### src/logic/tsense_pkg.sv
// shared constants, types and state codes for the temperature sensor register bank
package tsense_pkg;

    // ------------------------------------------------------------
    // register offsets
    // ------------------------------------------------------------
    localparam logic [7:0] OFS_TEMPERATURE_RESULT = 8'h00;
    localparam logic [7:0] OFS_DEVICE_CONFIGURATION = 8'h01;
    localparam logic [7:0] OFS_UPPER_THRESHOLD = 8'h02;
    localparam logic [7:0] OFS_LOWER_THRESHOLD = 8'h03;
    localparam logic [7:0] OFS_NV_UNLOCK_CONTROL = 8'h04;
    localparam logic [7:0] OFS_NV_GENERAL_WORD_1 = 8'h05;
    localparam logic [7:0] OFS_NV_GENERAL_WORD_2 = 8'h06;
    localparam logic [7:0] OFS_TEMPERATURE_OFFSET = 8'h07;
    localparam logic [7:0] OFS_NV_GENERAL_WORD_3 = 8'h08;
    localparam logic [7:0] OFS_PART_IDENTIFICATION = 8'h0f;

    // ------------------------------------------------------------
    // reset values
    // ------------------------------------------------------------
    localparam logic [15:0] RST_TEMPERATURE_RESULT = 16'h8000;
    localparam logic [15:0] RST_DEVICE_CONFIGURATION = 16'h0220;
    localparam logic [15:0] RST_UPPER_THRESHOLD = 16'h6000;
    localparam logic [15:0] RST_LOWER_THRESHOLD = 16'h8000;
    localparam logic [15:0] RST_NV_UNLOCK_CONTROL = 16'h0000;
    localparam logic [15:0] RST_NV_GENERAL_WORD = 16'h0000;
    localparam logic [15:0] RST_TEMPERATURE_OFFSET = 16'h0000;
    // arbitrary neutral identification value
    localparam logic [15:0] PART_ID_DEFAULT = 16'h5a3c;

    // unlock field: writes to backed registers also program the cells
    localparam int NV_UNLOCK_BIT = 15;

    // ------------------------------------------------------------
    // nonvolatile cell layout
    // ------------------------------------------------------------
    localparam int NV_CELLS = 7;
    localparam logic [2:0] NV_IDX_CONFIGURATION = 3'h0;
    localparam logic [2:0] NV_IDX_UPPER = 3'h1;
    localparam logic [2:0] NV_IDX_LOWER = 3'h2;
    localparam logic [2:0] NV_IDX_WORD_1 = 3'h3;
    localparam logic [2:0] NV_IDX_WORD_2 = 3'h4;
    localparam logic [2:0] NV_IDX_OFFSET = 3'h5;
    localparam logic [2:0] NV_IDX_WORD_3 = 3'h6;
    localparam logic [NV_CELLS-1:0][15:0] NV_FACTORY = {
        RST_NV_GENERAL_WORD, RST_TEMPERATURE_OFFSET, RST_NV_GENERAL_WORD,
        RST_NV_GENERAL_WORD, RST_LOWER_THRESHOLD, RST_UPPER_THRESHOLD,
        RST_DEVICE_CONFIGURATION};

    // ------------------------------------------------------------
    // two-wire bus
    // ------------------------------------------------------------
    localparam logic [6:0] TARGET_ADDR_BASE = 7'h48;
    localparam logic [7:0] GENERAL_CALL_ADDR = 8'h00;
    localparam logic [7:0] GENERAL_CALL_RESET = 8'h06;
    localparam logic [3:0] BITS_PER_BYTE = 4'h8;

    // ------------------------------------------------------------
    // timing
    // ------------------------------------------------------------
    localparam int CLK_PERIOD_NS = 10;
    localparam int GC_RESET_TIME_NS = 1500000;
    localparam int GC_RESET_CYCLES = (GC_RESET_TIME_NS + CLK_PERIOD_NS - 1) / CLK_PERIOD_NS;

    // ------------------------------------------------------------
    // types
    // ------------------------------------------------------------
    typedef struct packed {
        logic [7:0] addr;
        logic [15:0] data;
    } reg_wr_t;

    typedef enum logic [2:0] {
        ST_IDLE = 3'b000,
        ST_ADDR = 3'b001,
        ST_ADDR_ACK = 3'b011,
        ST_WBYTE = 3'b010,
        ST_WACK = 3'b110,
        ST_RBYTE = 3'b111,
        ST_RACK = 3'b101
    } bus_state_t;

endpackage : tsense_pkg

### src/logic/tsense_regs.sv
// two-wire target register bank of the temperature sensor with general-call reset
// Overview of operation
// RULE_01: general-call reset command starts a full internal reset lasting about 1.5 ms.
// RULE_02: when that reset ends, a temperature sample starts at once with current settings.
// RULE_03: controller sets sixteen-second cycles, distinct addresses, resets, reads within 16 s.
// RULE_04: upper threshold at address 2, read-write, defaults to 0x6000.
// RULE_05: lower threshold at address 3, read-write, defaults to 0x8000.
// RULE_06: backed register defaults come from programmable nonvolatile cells.
// RULE_07: result register is read-only, newest result, 0x8000 until first conversion.
// RULE_08: temperatures are 16-bit two's complement, 0.0078125 degrees per step.
module tsense_regs #(
    parameter int GC_RESET_CYCLES = tsense_pkg::GC_RESET_CYCLES,
    parameter logic [15:0] PART_ID = tsense_pkg::PART_ID_DEFAULT
) (
    input wire logic sys_clk,
    input wire logic rst,
    input wire logic [1:0] addr_sel,
    input wire logic scl_in,
    input wire logic sda_in,
    output logic sda_out,
    output logic sda_oe,
    input wire logic conv_done,
    input wire logic [15:0] conv_result,
    output logic conv_start,
    output logic internal_reset_busy,
    output logic [15:0] configuration_word,
    output logic [15:0] upper_threshold_word,
    output logic [15:0] lower_threshold_word,
    output logic [15:0] offset_word
);

    // ------------------------------------------------------------
    // bus edge detection
    // ------------------------------------------------------------
    logic scl_d_reg;
    logic sda_d_reg;
    logic scl_rise;
    logic scl_fall;
    logic start_cond;
    logic stop_cond;

    always_ff @(posedge sys_clk) begin
        if (rst) begin
            scl_d_reg <= 1'b1;
            sda_d_reg <= 1'b1;
        end else begin
            scl_d_reg <= scl_in;
            sda_d_reg <= sda_in;
        end
    end

    assign scl_rise = scl_in & ~scl_d_reg;
    assign scl_fall = ~scl_in & scl_d_reg;
    assign start_cond = scl_in & scl_d_reg & sda_d_reg & ~sda_in;
    assign stop_cond = scl_in & scl_d_reg & ~sda_d_reg & sda_in;

    // ------------------------------------------------------------
    // declarations
    // ------------------------------------------------------------
    tsense_pkg::bus_state_t state_reg;
    logic [3:0] bit_cnt_reg;
    logic [7:0] shift_reg;
    logic [15:0] tx_word_reg;
    logic [7:0] pointer_reg;
    logic [7:0] hi_byte_reg;
    logic [1:0] wcnt_reg;
    logic rw_reg;
    logic gc_reg;
    logic low_byte_reg;
    logic nack_reg;
    logic oe_reg;
    logic gc_cmd_reg;
    logic wr_valid_reg;
    tsense_pkg::reg_wr_t wr_reg;
    logic [15:0] rd_word;
    logic gc_busy;
    logic gc_done;
    logic load_reg;
    logic reload;
    logic [tsense_pkg::NV_CELLS-1:0][15:0] nv_cells;
    logic nv_hit;
    logic [2:0] nv_idx;
    logic [15:0] result_reg;
    logic [15:0] config_reg;
    logic [15:0] upper_reg;
    logic [15:0] lower_reg;
    logic [15:0] unlock_reg;
    logic [15:0] word1_reg;
    logic [15:0] word2_reg;
    logic [15:0] offset_reg;
    logic [15:0] word3_reg;

    // ------------------------------------------------------------
    // bus target state machine
    // ------------------------------------------------------------
    // the bus is ignored while the internal reset runs, so the device answers no address
    always_ff @(posedge sys_clk) begin
        if (rst) begin
            state_reg <= tsense_pkg::ST_IDLE;
            bit_cnt_reg <= 4'h0;
            shift_reg <= 8'h00;
            tx_word_reg <= 16'h0000;
            pointer_reg <= 8'h00;
            hi_byte_reg <= 8'h00;
            wcnt_reg <= 2'h0;
            rw_reg <= 1'b0;
            gc_reg <= 1'b0;
            low_byte_reg <= 1'b0;
            nack_reg <= 1'b0;
            oe_reg <= 1'b0;
            gc_cmd_reg <= 1'b0;
            wr_valid_reg <= 1'b0;
            wr_reg <= '0;
        end else begin
            gc_cmd_reg <= 1'b0;
            wr_valid_reg <= 1'b0;
            if (gc_busy || stop_cond) begin
                state_reg <= tsense_pkg::ST_IDLE;
                oe_reg <= 1'b0;
            end else if (start_cond) begin
                state_reg <= tsense_pkg::ST_ADDR;
                bit_cnt_reg <= 4'h0;
                oe_reg <= 1'b0;
            end else if (scl_rise) begin
                unique case (state_reg)
                    tsense_pkg::ST_ADDR, tsense_pkg::ST_WBYTE: begin
                        shift_reg <= {shift_reg[6:0], sda_in};
                        bit_cnt_reg <= bit_cnt_reg + 4'h1;
                    end
                    tsense_pkg::ST_RBYTE: begin
                        bit_cnt_reg <= bit_cnt_reg + 4'h1;
                    end
                    tsense_pkg::ST_RACK: begin
                        nack_reg <= sda_in;
                    end
                    tsense_pkg::ST_IDLE, tsense_pkg::ST_ADDR_ACK, tsense_pkg::ST_WACK: begin
                    end
                endcase
            end else if (scl_fall) begin
                unique case (state_reg)
                    tsense_pkg::ST_ADDR: begin
                        if (bit_cnt_reg == tsense_pkg::BITS_PER_BYTE) begin
                            wcnt_reg <= 2'h0;
                            if (shift_reg[7:1] == (tsense_pkg::TARGET_ADDR_BASE | {5'h00, addr_sel})) begin
                                rw_reg <= shift_reg[0];
                                gc_reg <= 1'b0;
                                oe_reg <= 1'b1;
                                state_reg <= tsense_pkg::ST_ADDR_ACK;
                            end else if (shift_reg == tsense_pkg::GENERAL_CALL_ADDR) begin
                                rw_reg <= 1'b0;
                                gc_reg <= 1'b1;
                                oe_reg <= 1'b1;
                                state_reg <= tsense_pkg::ST_ADDR_ACK;
                            end else begin
                                state_reg <= tsense_pkg::ST_IDLE;
                            end
                        end
                    end
                    tsense_pkg::ST_ADDR_ACK: begin
                        bit_cnt_reg <= 4'h0;
                        if (rw_reg) begin
                            low_byte_reg <= 1'b0;
                            oe_reg <= ~rd_word[15];
                            tx_word_reg <= {rd_word[14:0], 1'b0};
                            state_reg <= tsense_pkg::ST_RBYTE;
                        end else begin
                            oe_reg <= 1'b0;
                            state_reg <= tsense_pkg::ST_WBYTE;
                        end
                    end
                    tsense_pkg::ST_WBYTE: begin
                        if (bit_cnt_reg == tsense_pkg::BITS_PER_BYTE) begin
                            oe_reg <= 1'b1;
                            state_reg <= tsense_pkg::ST_WACK;
                            if (gc_reg) begin
                                gc_cmd_reg <= (shift_reg == tsense_pkg::GENERAL_CALL_RESET);
                            end else if (wcnt_reg == 2'h0) begin
                                pointer_reg <= shift_reg;
                                wcnt_reg <= 2'h1;
                            end else if (wcnt_reg == 2'h1) begin
                                hi_byte_reg <= shift_reg;
                                wcnt_reg <= 2'h2;
                            end else begin
                                wr_valid_reg <= 1'b1;
                                wr_reg <= '{addr: pointer_reg, data: {hi_byte_reg, shift_reg}};
                                wcnt_reg <= 2'h1;
                            end
                        end
                    end
                    tsense_pkg::ST_WACK: begin
                        oe_reg <= 1'b0;
                        bit_cnt_reg <= 4'h0;
                        state_reg <= tsense_pkg::ST_WBYTE;
                    end
                    tsense_pkg::ST_RBYTE: begin
                        if (bit_cnt_reg == tsense_pkg::BITS_PER_BYTE) begin
                            oe_reg <= 1'b0;
                            state_reg <= tsense_pkg::ST_RACK;
                        end else begin
                            oe_reg <= ~tx_word_reg[15];
                            tx_word_reg <= {tx_word_reg[14:0], 1'b0};
                        end
                    end
                    tsense_pkg::ST_RACK: begin
                        if (nack_reg) begin
                            state_reg <= tsense_pkg::ST_IDLE;
                        end else begin
                            // a word is re-fetched after its low byte so repeated reads stay fresh
                            bit_cnt_reg <= 4'h0;
                            state_reg <= tsense_pkg::ST_RBYTE;
                            low_byte_reg <= ~low_byte_reg;
                            if (low_byte_reg) begin
                                oe_reg <= ~rd_word[15];
                                tx_word_reg <= {rd_word[14:0], 1'b0};
                            end else begin
                                oe_reg <= ~tx_word_reg[15];
                                tx_word_reg <= {tx_word_reg[14:0], 1'b0};
                            end
                        end
                    end
                    tsense_pkg::ST_IDLE: begin
                    end
                endcase
            end
        end
    end

    // open drain: only ever pulls low
    assign sda_out = 1'b0;
    assign sda_oe = oe_reg;

    // ------------------------------------------------------------
    // internal reset and default reload
    // ------------------------------------------------------------
    gc_reset_timer #(
        .CYCLES(GC_RESET_CYCLES)
    ) u_gc_timer (
        .sys_clk(sys_clk),
        .rst(rst),
        .start(gc_cmd_reg), // [RULE_01]
        .busy(gc_busy),
        .done(gc_done)
    );

    // one extra load after rst, since the cells themselves reset in that same cycle
    always_ff @(posedge sys_clk) begin
        if (rst) begin
            load_reg <= 1'b1;
        end else begin
            load_reg <= 1'b0;
        end
    end

    assign reload = load_reg | gc_busy;

    always_comb begin
        nv_hit = 1'b1;
        nv_idx = tsense_pkg::NV_IDX_CONFIGURATION;
        unique case (wr_reg.addr)
            tsense_pkg::OFS_DEVICE_CONFIGURATION: nv_idx = tsense_pkg::NV_IDX_CONFIGURATION;
            tsense_pkg::OFS_UPPER_THRESHOLD: nv_idx = tsense_pkg::NV_IDX_UPPER;
            tsense_pkg::OFS_LOWER_THRESHOLD: nv_idx = tsense_pkg::NV_IDX_LOWER;
            tsense_pkg::OFS_NV_GENERAL_WORD_1: nv_idx = tsense_pkg::NV_IDX_WORD_1;
            tsense_pkg::OFS_NV_GENERAL_WORD_2: nv_idx = tsense_pkg::NV_IDX_WORD_2;
            tsense_pkg::OFS_TEMPERATURE_OFFSET: nv_idx = tsense_pkg::NV_IDX_OFFSET;
            tsense_pkg::OFS_NV_GENERAL_WORD_3: nv_idx = tsense_pkg::NV_IDX_WORD_3;
            default: nv_hit = 1'b0;
        endcase
    end

    nv_default_store u_nv (
        .sys_clk(sys_clk),
        .rst(rst),
        .prog_we(wr_valid_reg & nv_hit & unlock_reg[tsense_pkg::NV_UNLOCK_BIT]), // [RULE_06]
        .prog_idx(nv_idx),
        .prog_data(wr_reg.data),
        .cells(nv_cells)
    );

    // ------------------------------------------------------------
    // register file
    // ------------------------------------------------------------
    always_ff @(posedge sys_clk) begin
        if (rst) begin
            config_reg <= tsense_pkg::RST_DEVICE_CONFIGURATION;
            upper_reg <= tsense_pkg::RST_UPPER_THRESHOLD; // [RULE_04]
            lower_reg <= tsense_pkg::RST_LOWER_THRESHOLD; // [RULE_05]
            unlock_reg <= tsense_pkg::RST_NV_UNLOCK_CONTROL;
            word1_reg <= tsense_pkg::RST_NV_GENERAL_WORD;
            word2_reg <= tsense_pkg::RST_NV_GENERAL_WORD;
            offset_reg <= tsense_pkg::RST_TEMPERATURE_OFFSET;
            word3_reg <= tsense_pkg::RST_NV_GENERAL_WORD;
        end else if (reload) begin
            config_reg <= nv_cells[tsense_pkg::NV_IDX_CONFIGURATION]; // [RULE_06]
            upper_reg <= nv_cells[tsense_pkg::NV_IDX_UPPER]; // [RULE_04] [RULE_06]
            lower_reg <= nv_cells[tsense_pkg::NV_IDX_LOWER]; // [RULE_05] [RULE_06]
            unlock_reg <= tsense_pkg::RST_NV_UNLOCK_CONTROL;
            word1_reg <= nv_cells[tsense_pkg::NV_IDX_WORD_1];
            word2_reg <= nv_cells[tsense_pkg::NV_IDX_WORD_2];
            offset_reg <= nv_cells[tsense_pkg::NV_IDX_OFFSET];
            word3_reg <= nv_cells[tsense_pkg::NV_IDX_WORD_3];
        end else if (wr_valid_reg) begin
            unique case (wr_reg.addr)
                tsense_pkg::OFS_DEVICE_CONFIGURATION: config_reg <= wr_reg.data;
                tsense_pkg::OFS_UPPER_THRESHOLD: upper_reg <= wr_reg.data; // [RULE_04]
                tsense_pkg::OFS_LOWER_THRESHOLD: lower_reg <= wr_reg.data; // [RULE_05]
                tsense_pkg::OFS_NV_UNLOCK_CONTROL: unlock_reg <= wr_reg.data;
                tsense_pkg::OFS_NV_GENERAL_WORD_1: word1_reg <= wr_reg.data;
                tsense_pkg::OFS_NV_GENERAL_WORD_2: word2_reg <= wr_reg.data;
                tsense_pkg::OFS_TEMPERATURE_OFFSET: offset_reg <= wr_reg.data;
                tsense_pkg::OFS_NV_GENERAL_WORD_3: word3_reg <= wr_reg.data;
                default: begin
                end
            endcase
        end
    end

    // result is kept as the raw two's complement code; no scaling inside the bank
    always_ff @(posedge sys_clk) begin
        if (rst || reload) begin
            result_reg <= tsense_pkg::RST_TEMPERATURE_RESULT; // [RULE_07]
        end else if (conv_done) begin
            result_reg <= conv_result; // [RULE_07] [RULE_08]
        end
    end

    always_comb begin
        rd_word = 16'h0000;
        unique case (pointer_reg)
            tsense_pkg::OFS_TEMPERATURE_RESULT: rd_word = result_reg;
            tsense_pkg::OFS_DEVICE_CONFIGURATION: rd_word = config_reg;
            tsense_pkg::OFS_UPPER_THRESHOLD: rd_word = upper_reg;
            tsense_pkg::OFS_LOWER_THRESHOLD: rd_word = lower_reg;
            tsense_pkg::OFS_NV_UNLOCK_CONTROL: rd_word = unlock_reg;
            tsense_pkg::OFS_NV_GENERAL_WORD_1: rd_word = word1_reg;
            tsense_pkg::OFS_NV_GENERAL_WORD_2: rd_word = word2_reg;
            tsense_pkg::OFS_TEMPERATURE_OFFSET: rd_word = offset_reg;
            tsense_pkg::OFS_NV_GENERAL_WORD_3: rd_word = word3_reg;
            tsense_pkg::OFS_PART_IDENTIFICATION: rd_word = PART_ID;
            default: rd_word = 16'h0000;
        endcase
    end

    // ------------------------------------------------------------
    // outputs
    // ------------------------------------------------------------
    assign conv_start = gc_done; // [RULE_02]
    assign internal_reset_busy = gc_busy;
    assign configuration_word = config_reg;
    assign upper_threshold_word = upper_reg;
    assign lower_threshold_word = lower_reg;
    assign offset_word = offset_reg;

endmodule : tsense_regs

### src/logic/gc_reset_timer.sv
// internal reset sequencer started by the general-call reset command
module gc_reset_timer #(
    parameter int CYCLES = tsense_pkg::GC_RESET_CYCLES
) (
    input wire logic sys_clk,
    input wire logic rst,
    input wire logic start,
    output logic busy,
    output logic done
);

    logic [17:0] cnt_reg;
    logic busy_reg;
    logic done_reg;

    always_ff @(posedge sys_clk) begin
        if (rst) begin
            cnt_reg <= 18'h0;
            busy_reg <= 1'b0;
            done_reg <= 1'b0;
        end else begin
            done_reg <= 1'b0;
            if (start) begin
                busy_reg <= 1'b1;
                cnt_reg <= 18'h0;
            end else if (busy_reg) begin
                if (cnt_reg == 18'(CYCLES - 1)) begin
                    busy_reg <= 1'b0;
                    done_reg <= 1'b1;
                end else begin
                    cnt_reg <= cnt_reg + 18'h1;
                end
            end
        end
    end

    assign busy = busy_reg;
    assign done = done_reg;

endmodule : gc_reset_timer

### src/logic/nv_default_store.sv
// factory-programmed cells holding the reset defaults of the backed registers
module nv_default_store (
    input wire logic sys_clk,
    input wire logic rst,
    input wire logic prog_we,
    input wire logic [2:0] prog_idx,
    input wire logic [15:0] prog_data,
    output logic [tsense_pkg::NV_CELLS-1:0][15:0] cells
);

    logic [tsense_pkg::NV_CELLS-1:0][15:0] cell_reg;

    // rst stands for power-up with factory contents; the general-call reset keeps them
    for (genvar i = 0; i < tsense_pkg::NV_CELLS; i++) begin : g_cell
        always_ff @(posedge sys_clk) begin
            if (rst) begin
                cell_reg[i] <= tsense_pkg::NV_FACTORY[i];
            end else if (prog_we && prog_idx == 3'(i)) begin
                cell_reg[i] <= prog_data;
            end
        end
    end

    assign cells = cell_reg;

endmodule : nv_default_store

### config.mk
export PLATFORM = sky130hd
export DESIGN_NAME = tsense_regs
export DESIGN_NICKNAME = d
export VERILOG_FILES = /design/src/logic/tsense_pkg.sv /design/src/logic/tsense_regs.sv /design/src/logic/gc_reset_timer.sv /design/src/logic/nv_default_store.sv
export SDC_FILE = /design/constraint.sdc
export NUM_CORES = 1
export LEC_CHECK = 0
export ABC_AREA = 0
export ABC_CLOCK_PERIOD_IN_PS = 3200
export BUFFER_PORTS_ARGS = -buffer_cell sky130_fd_sc_hd__buf_2
export CORE_MARGIN = 1.5
export CORE_UTILIZATION = 40
export CTS_CLUSTER_SIZE = 16
export DETAILED_ROUTE_END_ITERATION = 8
export GPL_TIMING_DRIVEN = 0
export PLACE_DENSITY_LB_ADDON = 0.05
export SYNTH_ARGS = -nofsm -noshare
export SYNTH_HDL_FRONTEND = slang
export SYNTH_SLANG_ARGS = --single-unit
### constraint.sdc
create_clock -name sys_clk -period 3.2 [get_ports sys_clk]
set_input_delay 0.48 -clock sys_clk [delete_from_list [all_inputs] [get_ports sys_clk]]
set_output_delay 0.48 -clock sys_clk [all_outputs]
set_load 0.02 [all_outputs]
Word level (Yosys, flattened, before mapping)
Cells that the tools add are included.
- bits in registers: 359
- word-level logic and storage cells: 253
- add/subtract/negate cells: 2
- eq/ne operators: 48
- mux-type cells: 73
- reduce and logical (&&, ||, !) cells: 63
- bitwise gates (word level): 28
- operators by type and width (cell ; count):
    two-way mux 16 bit ; 25
    one-hot mux 16 bit (10 select lines) ; 1
    equality test 8 x 3 -> 1 bit, second input constant ; 9
    one-hot mux 16 bit (3 select lines) ; 1
    one-hot mux 3 bit (6 select lines) ; 2
    equality test 8 x 2 -> 1 bit, second input constant ; 4
    equality test 8 x 4 -> 1 bit, second input constant ; 3
    AND reduction 8 bit ; 3
    nonzero test 2 bit ; 12
    two-way mux 1 bit ; 23
    AND reduction 7 bit ; 3
    two-way mux 4 bit ; 5
    adder 18 x 1 -> 18 bit, second input constant ; 1
    equality test 18 bit, second input constant ; 1
    equality test 3 bit, second input constant ; 6
    NOT 1 bit ; 18
    AND reduction 2 bit ; 9
    AND reduction 9 bit ; 2
    equality test 8 x 1 -> 1 bit, second input constant ; 2
    zero test 8 bit ; 2
    two-way mux 3 bit ; 5
    two-way mux 2 bit ; 7
    != test 2 bit, second input constant ; 7
    equality test 3 x 2 -> 1 bit, second input constant ; 4
    31 further kinds ; 59

Logic depth before layout (Yosys ltp)
Gate-level depths: netlist (run 1).
- word-level depth: 8
- mapped depth: 9
- gate-level depth less buffers: 7

Modules after synthesis
A second synthesis (run 1) with hierarchy kept.
- cell total of the unflattened synthesis: 1770
- area total of the unflattened synthesis: 16613.4 um^2
- modules (own cells, without submodules) (module ; times used ; seq. area each (um^2) ; area each (um^2) ; cells each):
    tsense_regs ; 1 ; 4524.3 ; 11180.7 ; 1256
    nv_default_store ; 1 ; 2242.2 ; 4431.8 ; 397
    gc_reset_timer ; 1 ; 400.4 ; 1001.0 ; 117

Worst setup path before layout (run 1)
OpenSTA, ideal clock, no wires.
- kind: input-to-reg
- start: input port sda_in
- end: register tx_word_reg[12]
- arrival time: 2.183 ns
- path buffers: 3
- cell stages on the path: 8
- path slack: 0.883 ns
- cells stage by stage: clkbuf_1 > xor2_1 > a21oi_1 > o2111a_1 > clkbuf_1 > buf_2 > mux2i_1 > o22ai_1
- cells in the longest elaborated chain, start to end: 4
- elaborated cells on any way between the ends: 7
- those cells by class: bitwise (5); reduce/logical (2)
- ends and longest elaborated chain (element ; line ; RTL):
    start, declared ; tsense_regs.sv:19 ; input wire logic sda_in,
    AND 1 bit / NOT 1 bit (equally long branches) ; tsense_regs.sv:55, tsense_regs.sv:54 ;
    logical OR 1 bit / AND 1 bit (equally long branches) ; tsense_regs.sv:117, tsense_regs.sv:54 ;
    NOT 1 bit (no line) ; - ;
    AND reduction 8 bit (no line) * ; - ;
    end signal, assigned ; tsense_regs.sv:164 ; tx_word_reg <= {rd_word[14:0], 1'b0};
    end signal, assigned ; tsense_regs.sv:201 ; tx_word_reg <= {tx_word_reg[14:0], 1'b0};
    end signal, assigned ; tsense_regs.sv:214 ; tx_word_reg <= {rd_word[14:0], 1'b0};
    end, declared ; tsense_regs.sv:63 ; logic [15:0] tx_word_reg;
Mark *: on every way between the ends. The rest lies on a longest branch, timed or not.
A chain may end at the register's enable or synchronous reset.

Final worst setup path (run 1)
- start: register pointer_reg[1]
- end: register tx_word_reg[4]
- cells in the longest elaborated chain, start to end: 5
- elaborated cells on any way between the ends: 15
- those cells by class: eq/ne (9); mux (5); reduce/logical (1)
- ends and longest elaborated chain (element ; line ; RTL):
    start, declared ; tsense_regs.sv:64 ; logic [7:0] pointer_reg;
    start signal, assigned ; tsense_regs.sv:178 ; pointer_reg <= shift_reg;
    equality test 8 x 4 -> 1 bit, or another cell as far along ; tsense_regs.sv:329 ; unique case (pointer_reg)
    one-hot mux 16 bit (10 select lines) * ; tsense_regs.sv:329 ;
    two-way mux 16 bit ; tsense_regs.sv:212 ; if (low_byte_reg) begin
    two-way mux 16 bit ; tsense_regs.sv:205 ; if (nack_reg) begin
    one-hot mux 16 bit (3 select lines) * ; tsense_regs.sv:140 ; unique case (state_reg)
    end signal, assigned ; tsense_regs.sv:201 ;
    end signal, assigned ; tsense_regs.sv:214 ;
    end signal, assigned ; tsense_regs.sv:217 ; tx_word_reg <= {tx_word_reg[14:0], 1'b0};
Mark *: on every way between the ends. The rest lies on a longest branch, timed or not. The select of a mux whose other input is x is not followed.

==> results.toml, run 1 <==
[run_status]
status = "finished, final reports clean"

[logic_synthesis]
syn_avg_cell_area_sq_um = 8.40
async_flop_share = 0
synth_top_cell_area_share = 0.454
syn_nets = 1909
post-synth-top-area-cell = "dfxtp_1"
synth_cell_types = 74
synth-seq-area-share = 0.454
synthAdderAreaFrac = 0.00555
synth_mux_area_frac = 0.128
synth_top_family_by_area = "compound AO/OA/AOI/OAI gates"
synth-compound-area-share = 0.177
yosysWarnings = 0
ys_top_cells_by_area = "dfxtp_1, mux2i_1, nand2_1"
synth_seq_cells = 358
synthXorXnorAreaFrac = 0.0104
synth_top_flop_cell = "dfxtp_1"
synthSimpleGateAreaFrac = 0.177
synth_cells = 1879
synth_area_sq_um = 15800
synth_edf_count = 0

[global_route]
grt_pass1_wl_microns = 89900
track_usage = 0.303
globalRouteOverflowTotal = 0
grt_max_degree = 13
grt_pass1_vias = 13200
antenna_found_initial = 1

[placed_design]
port_buffers = 87
placed_cells = 2484
dp_hpwl_microns = 45400
place.gp.congestion = 0.916
dp_slack_ns = -0.0520

[cts]
cts_sinks = 358
cts_root_buf = "clkbuf_16"
cts_htree_levels = 2
cts_buffers = 41
clk_latency_ns = 0.57
clk_path_buf_depth = 3
path_clk_slew_ns = 0.06
cts_tree = "yes"
cts_hold_buf = 0

[power]
report.power.total_w = 0.00985
vdd_drop_max_v = 0.000362
p_leak_nw = 6.23
pwr_density_cell_nw_per_um2 = 541

[worst_setup_path]
cpMaxStageDelayCell = "clkbuf_1"
critical-path-top-delay-family = "compound AO/OA/AOI/OAI gates"
reg2reg_depth = 7
end_kind = "register"
cpPeakStageDelay_ns = 0.67
crit_chain = "clkbuf_1 -> clkbuf_1 -> mux2_2 -> a22oi_1 -> a21oi_1 -> a211oi_1 -> o22ai_1"
crit_fanout = 10
critical_path.endpoint = "tx_word_reg[4]"
reg2reg_slack_ns = 0.09
critPathArrivalTime_ns = 3.51
crit_type = "register to register"
critical_path_depth = 7
crit_start = "pointer_reg[1]"
critPathLaunchType = "register"
rr_endpoint = "tx_word_reg[4]"
worst-path-buf-inv = 2
crit_top_cell = "clkbuf_1"
cp.required_ns = 3.59
r2r_start = "pointer_reg[1]"

[detailed_routing]
vias = 14300
avgRoutedWirePerCell_microns = 24.4
drc = 0
postRouteAntennaNets = 0
drt_pass1_iterations = 5
vias_per_cell = 5.59
routed_wl_microns = 62400
drt_iter0_drc = 1294

[min_path]
worstHoldStart = "rst"
hold_class = "primary input to register"

[final_layout]
largest_reg_flops = 112
antenna_cells = 0
synthToLayoutAreaGrowth_pct = 15.3
layout.nets = 2040
fin_util = 0.469
layout.cells.non_filler = 2555
fillers = 3950
drive_gt1_frac = 0.114

[timing]
setup_ws_ns = 0.0892
drv_slew = 0
tightestPinTransition_ns = 1.26
rsz0062_at_grt = "no"
setup_violations = 0
fin_skew_ns = 0.0279
layout_min_cycle_time_ns = 3.11
whs_ns = 0.0596
max_freq_mhz = 321
relSlewSlack = 0.157
min_period_over_period = 0.972
hold_violations = 0

[floorplanning]
die_w_microns = 202
core-area_sq_um = 38800
ios = 91
die_h_microns = 202
die_area_sq_um = 40700
rows = 72
initial_core_util = 0.407

[run]
max-cap-violations = 0
## area by class of cell
class	count	area (sq um)	share of cell area
clock inverter	6	113	0.00618
timing repair buffer	88	440	0.0242
clock buffer	64	1210	0.0666
buffer	163	697	0.0383
sequential	358	7170	0.394
tap	518	648	0.0356
multi-input combinational	1342	7880	0.432
inverter	16	60.1	0.00330
## power breakdown
part           switching [W]  internal (W)  total (W)  leakage (nW)
sequential         0.0000834       0.00453    0.00462          2.90
clock                0.00190       0.00283    0.00474         0.648
combinational       0.000349      0.000144   0.000493          2.68
total                0.00234       0.00751    0.00985          6.23
## logic make-up after synthesis
| logic type | count (synthesis) |
|---|---|
| DFF | 358 |
| buffers and inverters | 179 |
| xor gates and xnor gates | 17 |
| muxes | 189 |
| adders and majority gates | 7 |
| and+or+nand+nor | 625 |
| other | 1 |
| AOI/OAI and AO/OA | 503 |
## repair_timing
action,CTS,global route
pin swaps,0,0
endpoints found under the setup margin,6,12
gates resized for setup,3,6
buffers inserted,0,0
## through the flow
stage | cell area [sq um] | setup TNS (ns)
final | 18200 | 0
after global routing | 18200 | 0
after CTS | 18200 | 0
after detailed placement | 16900 | -0.118
after global placement | 16900 | -0.172
after floorplan | 15800 | 0
## Yosys cell counts, types with 6 or more instances
master	count
nand3b_1	15
o22ai_1	14
a21oi_1	270
mux4_2	8
nor4_1	8
and2_1	16
nor2b_1	8
mux2_2	27
a31oi_1	28
nand2_1	384
buf_1	6
xor2_1	10
dfxtp_1	358
nand4_1	9
xnor2_1	6
ha_1	7
o21ai_0	119
mux2i_1	154
clkbuf_1	131
nor3_1	23
inv_1	15
or2_2	8
buf_2	17
o211ai_1	7
nor2_1	86
a211oi_1	17
or3_1	8
nand3_1	22
a22oi_1	13
## layer usage
layer	up-vias	global-route usage	part of all wire
met1	6837	0.428	0.46
met5	-	0	0
met3	107	0.0534	0.071
met2	549	0.458	0.43
met4	0	0.119	0.040
li1	6802	-	-
## placed cells by master, fill, tap and decap left out, types with 9 or more instances in the layout
cell type  count
clkbuf_8      10
a22oi_1       13
buf_2        105
nand4_1        9
xor2_1        10
nand3_1       22
clkbuf_16     41
a21oi_1      270
nor3_1        23
a31oi_1       28
o21ai_0      119
nand2_1      384
a211oi_1      17
inv_1         15
dfxtp_1      358
o22ai_1       14
clkbuf_1     141
nand3b_1      15
mux2_2        27
nor2_1        86
mux2i_1      154
and2_1        16
## worst register-to-register path, cell delays in order, from the launching register on
cell and delay (ns):
dfxtp_1 0.31, clkbuf_1 0.37, clkbuf_1 0.67, mux2_2 0.42, a22oi_1 0.41, a21oi_1 0.17
a211oi_1 0.47, o22ai_1 0.14
## worst min-delay path by stage
stage,slack (ns),depth (start not counted),endpoint
floorplan,0.43,2,u_nv.cells[64]
global placement,0.43,2,u_nv.cells[15]
detailed placement,0.44,2,u_nv.cells[84]
CTS,0.03,1,load_reg
global route,0.04,1,load_reg
finish,0.06,1,load_reg
(Power assumes the default switching activity.)
==> inputs of run 2 (changes only) <==
--- a/config.mk
+++ b/config.mk
@@ -14,6 +14,7 @@
 export DETAILED_ROUTE_END_ITERATION = 8
 export GPL_TIMING_DRIVEN = 0
 export PLACE_DENSITY_LB_ADDON = 0.05
+export REMOVE_ABC_BUFFERS = 1
 export SYNTH_ARGS = -nofsm -noshare
 export SYNTH_HDL_FRONTEND = slang
 export SYNTH_SLANG_ARGS = --single-unit
==> run 2 against run 1 <==
Effect of this change:
- routed wire length fell by 21%
- global-route usage fell by 6.5 points
- die area did not move
- sequential share of layout area rose by 0.53 points
- combinational power fell by 12%
- register-to-register slack improved by 0.07 ns
- clock power fell by 0.8%
- non-clock buffer count fell by 139
- clock skew fell by 0.013 ns
- sequential power barely moved
- maximum frequency rose by 2.2%
- worst hold slack improved by 0.10 ns
- critical endpoint is now tx_word_reg[5]
==> results.toml, run 2 (synthesized netlist as in run 1, its figures left out) <==
[floorplanning]
initial_core_util = 0.407
die_w_microns = 202
core-area_sq_um = 38800
die_area_sq_um = 40700
ios = 91
rows = 72
die_h_microns = 202

[final_layout]
layout.cells.non_filler = 2419
drive_gt1_frac = 0.130
antenna_cells = 0
fin_util = 0.463
layout_common_cells = "nand2_1, dfxtp_1, a21oi_1"
fillers = 3874
final_common_cell = "nand2_1"
synthToLayoutAreaGrowth_pct = 13.8
largest_reg_flops = 112
layout.nets = 1901

[worst_setup_path]
cpMaxStageDelayCell = "nor2b_1"
end_kind = "register"
critPathArrivalTime_ns = 3.51
crit_fanout = 32
critical-path-top-delay-family = "simple AND/OR/NAND/NOR gates"
worst-path-buf-inv = 0
reg2reg_slack_ns = 0.16
crit_chain = "nor2b_1 -> nand3b_1 -> a31oi_1 -> a211oi_1 -> o22ai_1"
crit_type = "register to register"
cpPeakStageDelay_ns = 1.09
critPathLaunchType = "register"
cp.required_ns = 3.66

[placed_design]
place.gp.congestion = 0.793
port_buffers = 89
dp_hpwl_microns = 31100
placed_cells = 2344

[detailed_routing]
postRouteAntennaNets = 0
avgRoutedWirePerCell_microns = 20.2
routed_wl_microns = 49000
drt_iter0_drc = 803
drt_pass1_iterations = 5
drc = 0
vias_per_cell = 5.43
vias = 13100

[timing]
layout_min_cycle_time_ns = 3.04
setup_violations = 0
max_freq_mhz = 329
fin_skew_ns = 0.0151
hold_violations = 0
rsz0062_at_grt = "no"
relSlewSlack = 0.0987
drv_slew = 0
tightestPinTransition_ns = 1.34
min_period_over_period = 0.951

[cts]
path_clk_slew_ns = 0.06
cts_root_buf = "clkbuf_16"
cts_buffers = 41
cts_htree_levels = 2
clk_path_buf_depth = 3
cts_tree = "yes"
cts_sinks = 358
clk_latency_ns = 0.54

[global_route]
track_usage = 0.238
antenna_found_initial = 0
globalRouteOverflowTotal = 0
grt_pass1_vias = 12300
grt_pass1_wl_microns = 75300
grt_max_degree = 110

[power]
pwr_density_cell_nw_per_um2 = 541
report.power.total_w = 0.00973
vdd_drop_max_v = 0.000386
p_leak_nw = 6.10

[run_status]
status = "finished, final reports clean"

[min_path]
hold_class = "primary input to register"

[run]
max-cap-violations = 0
==> run 2: layer usage <==
| metal | part of all wire | routed length [microns] | global-route usage | vias to the layer above |
|---|---|---|---|---|
| met2 | 0.46 | 22600 | 0.386 | 269 |
| met5 | 0 | 0 | 0 | - |
| met4 | 0.018 | 895 | 0.0581 | 0 |
| li1 | - | - | - | 6541 |
| met3 | 0.042 | 2070 | 0.0332 | 64 |
| met1 | 0.48 | 23400 | 0.334 | 6253 |
==> run 2: stage by stage <==
| stage | hold slack [ns] | setup TNS (ns) | setup slack, ns | area [sq um] |
|---|---|---|---|---|
| final | 0.164 | 0 | 0.157 | 18000 |
| after global routing | 0.170 | 0 | 0.0243 | 18000 |
| after CTS | 0.145 | 0 | 0.0383 | 17900 |
| after detailed placement | 0.440 | -5.47 | -0.189 | 16600 |
| after global placement | 0.434 | -1580.35 | -12.44 | 16200 |
| after floorplan | 0.423 | -617.67 | -5.99 | 15100 |
==> run 2: final timing paths <==
kind	from	depth (start not counted)	to
worst max-delay path	pointer_reg[0]	5	tx_word_reg[5]
worst min-delay path	conv_result[15]	3	result_reg[15]
worst max register to register	pointer_reg[0]	5	tx_word_reg[5]
worst min register to register	u_nv.cells[23]	2	u_nv.cells[23]
==> run 2: worst register-to-register path, cell delays in order (launching register included) <==
cell and delay (ns):
dfxtp_2 0.93, nor2b_1 1.12, nand3b_1 0.15, a31oi_1 0.47, a211oi_1 0.09, o22ai_1 0.20
==> run 2: final cells by class <==
class,instances,area (sq um),share of cell area
inverters,16,66.3,0.00369
clock buffers,63,1200,0.0668
flip-flops and latches,358,7170,0.399
multi-input cells,1342,7960,0.443
clock inverters,10,129,0.00717
repair buffers,112,807,0.0449
well taps,518,648,0.0360
==> run 2: what timing repair did <==
item	in CTS	in global routing
pin swaps	0	1
buffers inserted	0	1
resized for setup	2	7
hold buffers	0	0
hold endpoints to repair	0	0
setup endpoints to repair	16	38
==> run 2: where the power goes <==
| part | total (W) | internal, W | switching (W) | leakage, nW |
|---|---|---|---|---|
| Sequential | 0.00459 | 0.00453 | 0.0000580 | 2.91 |
| Clock | 0.00470 | 0.00282 | 0.00188 | 0.654 |
| Combinational | 0.000433 | 0.000149 | 0.000284 | 2.54 |
| Total | 0.00973 | 0.00751 | 0.00222 | 6.10 |
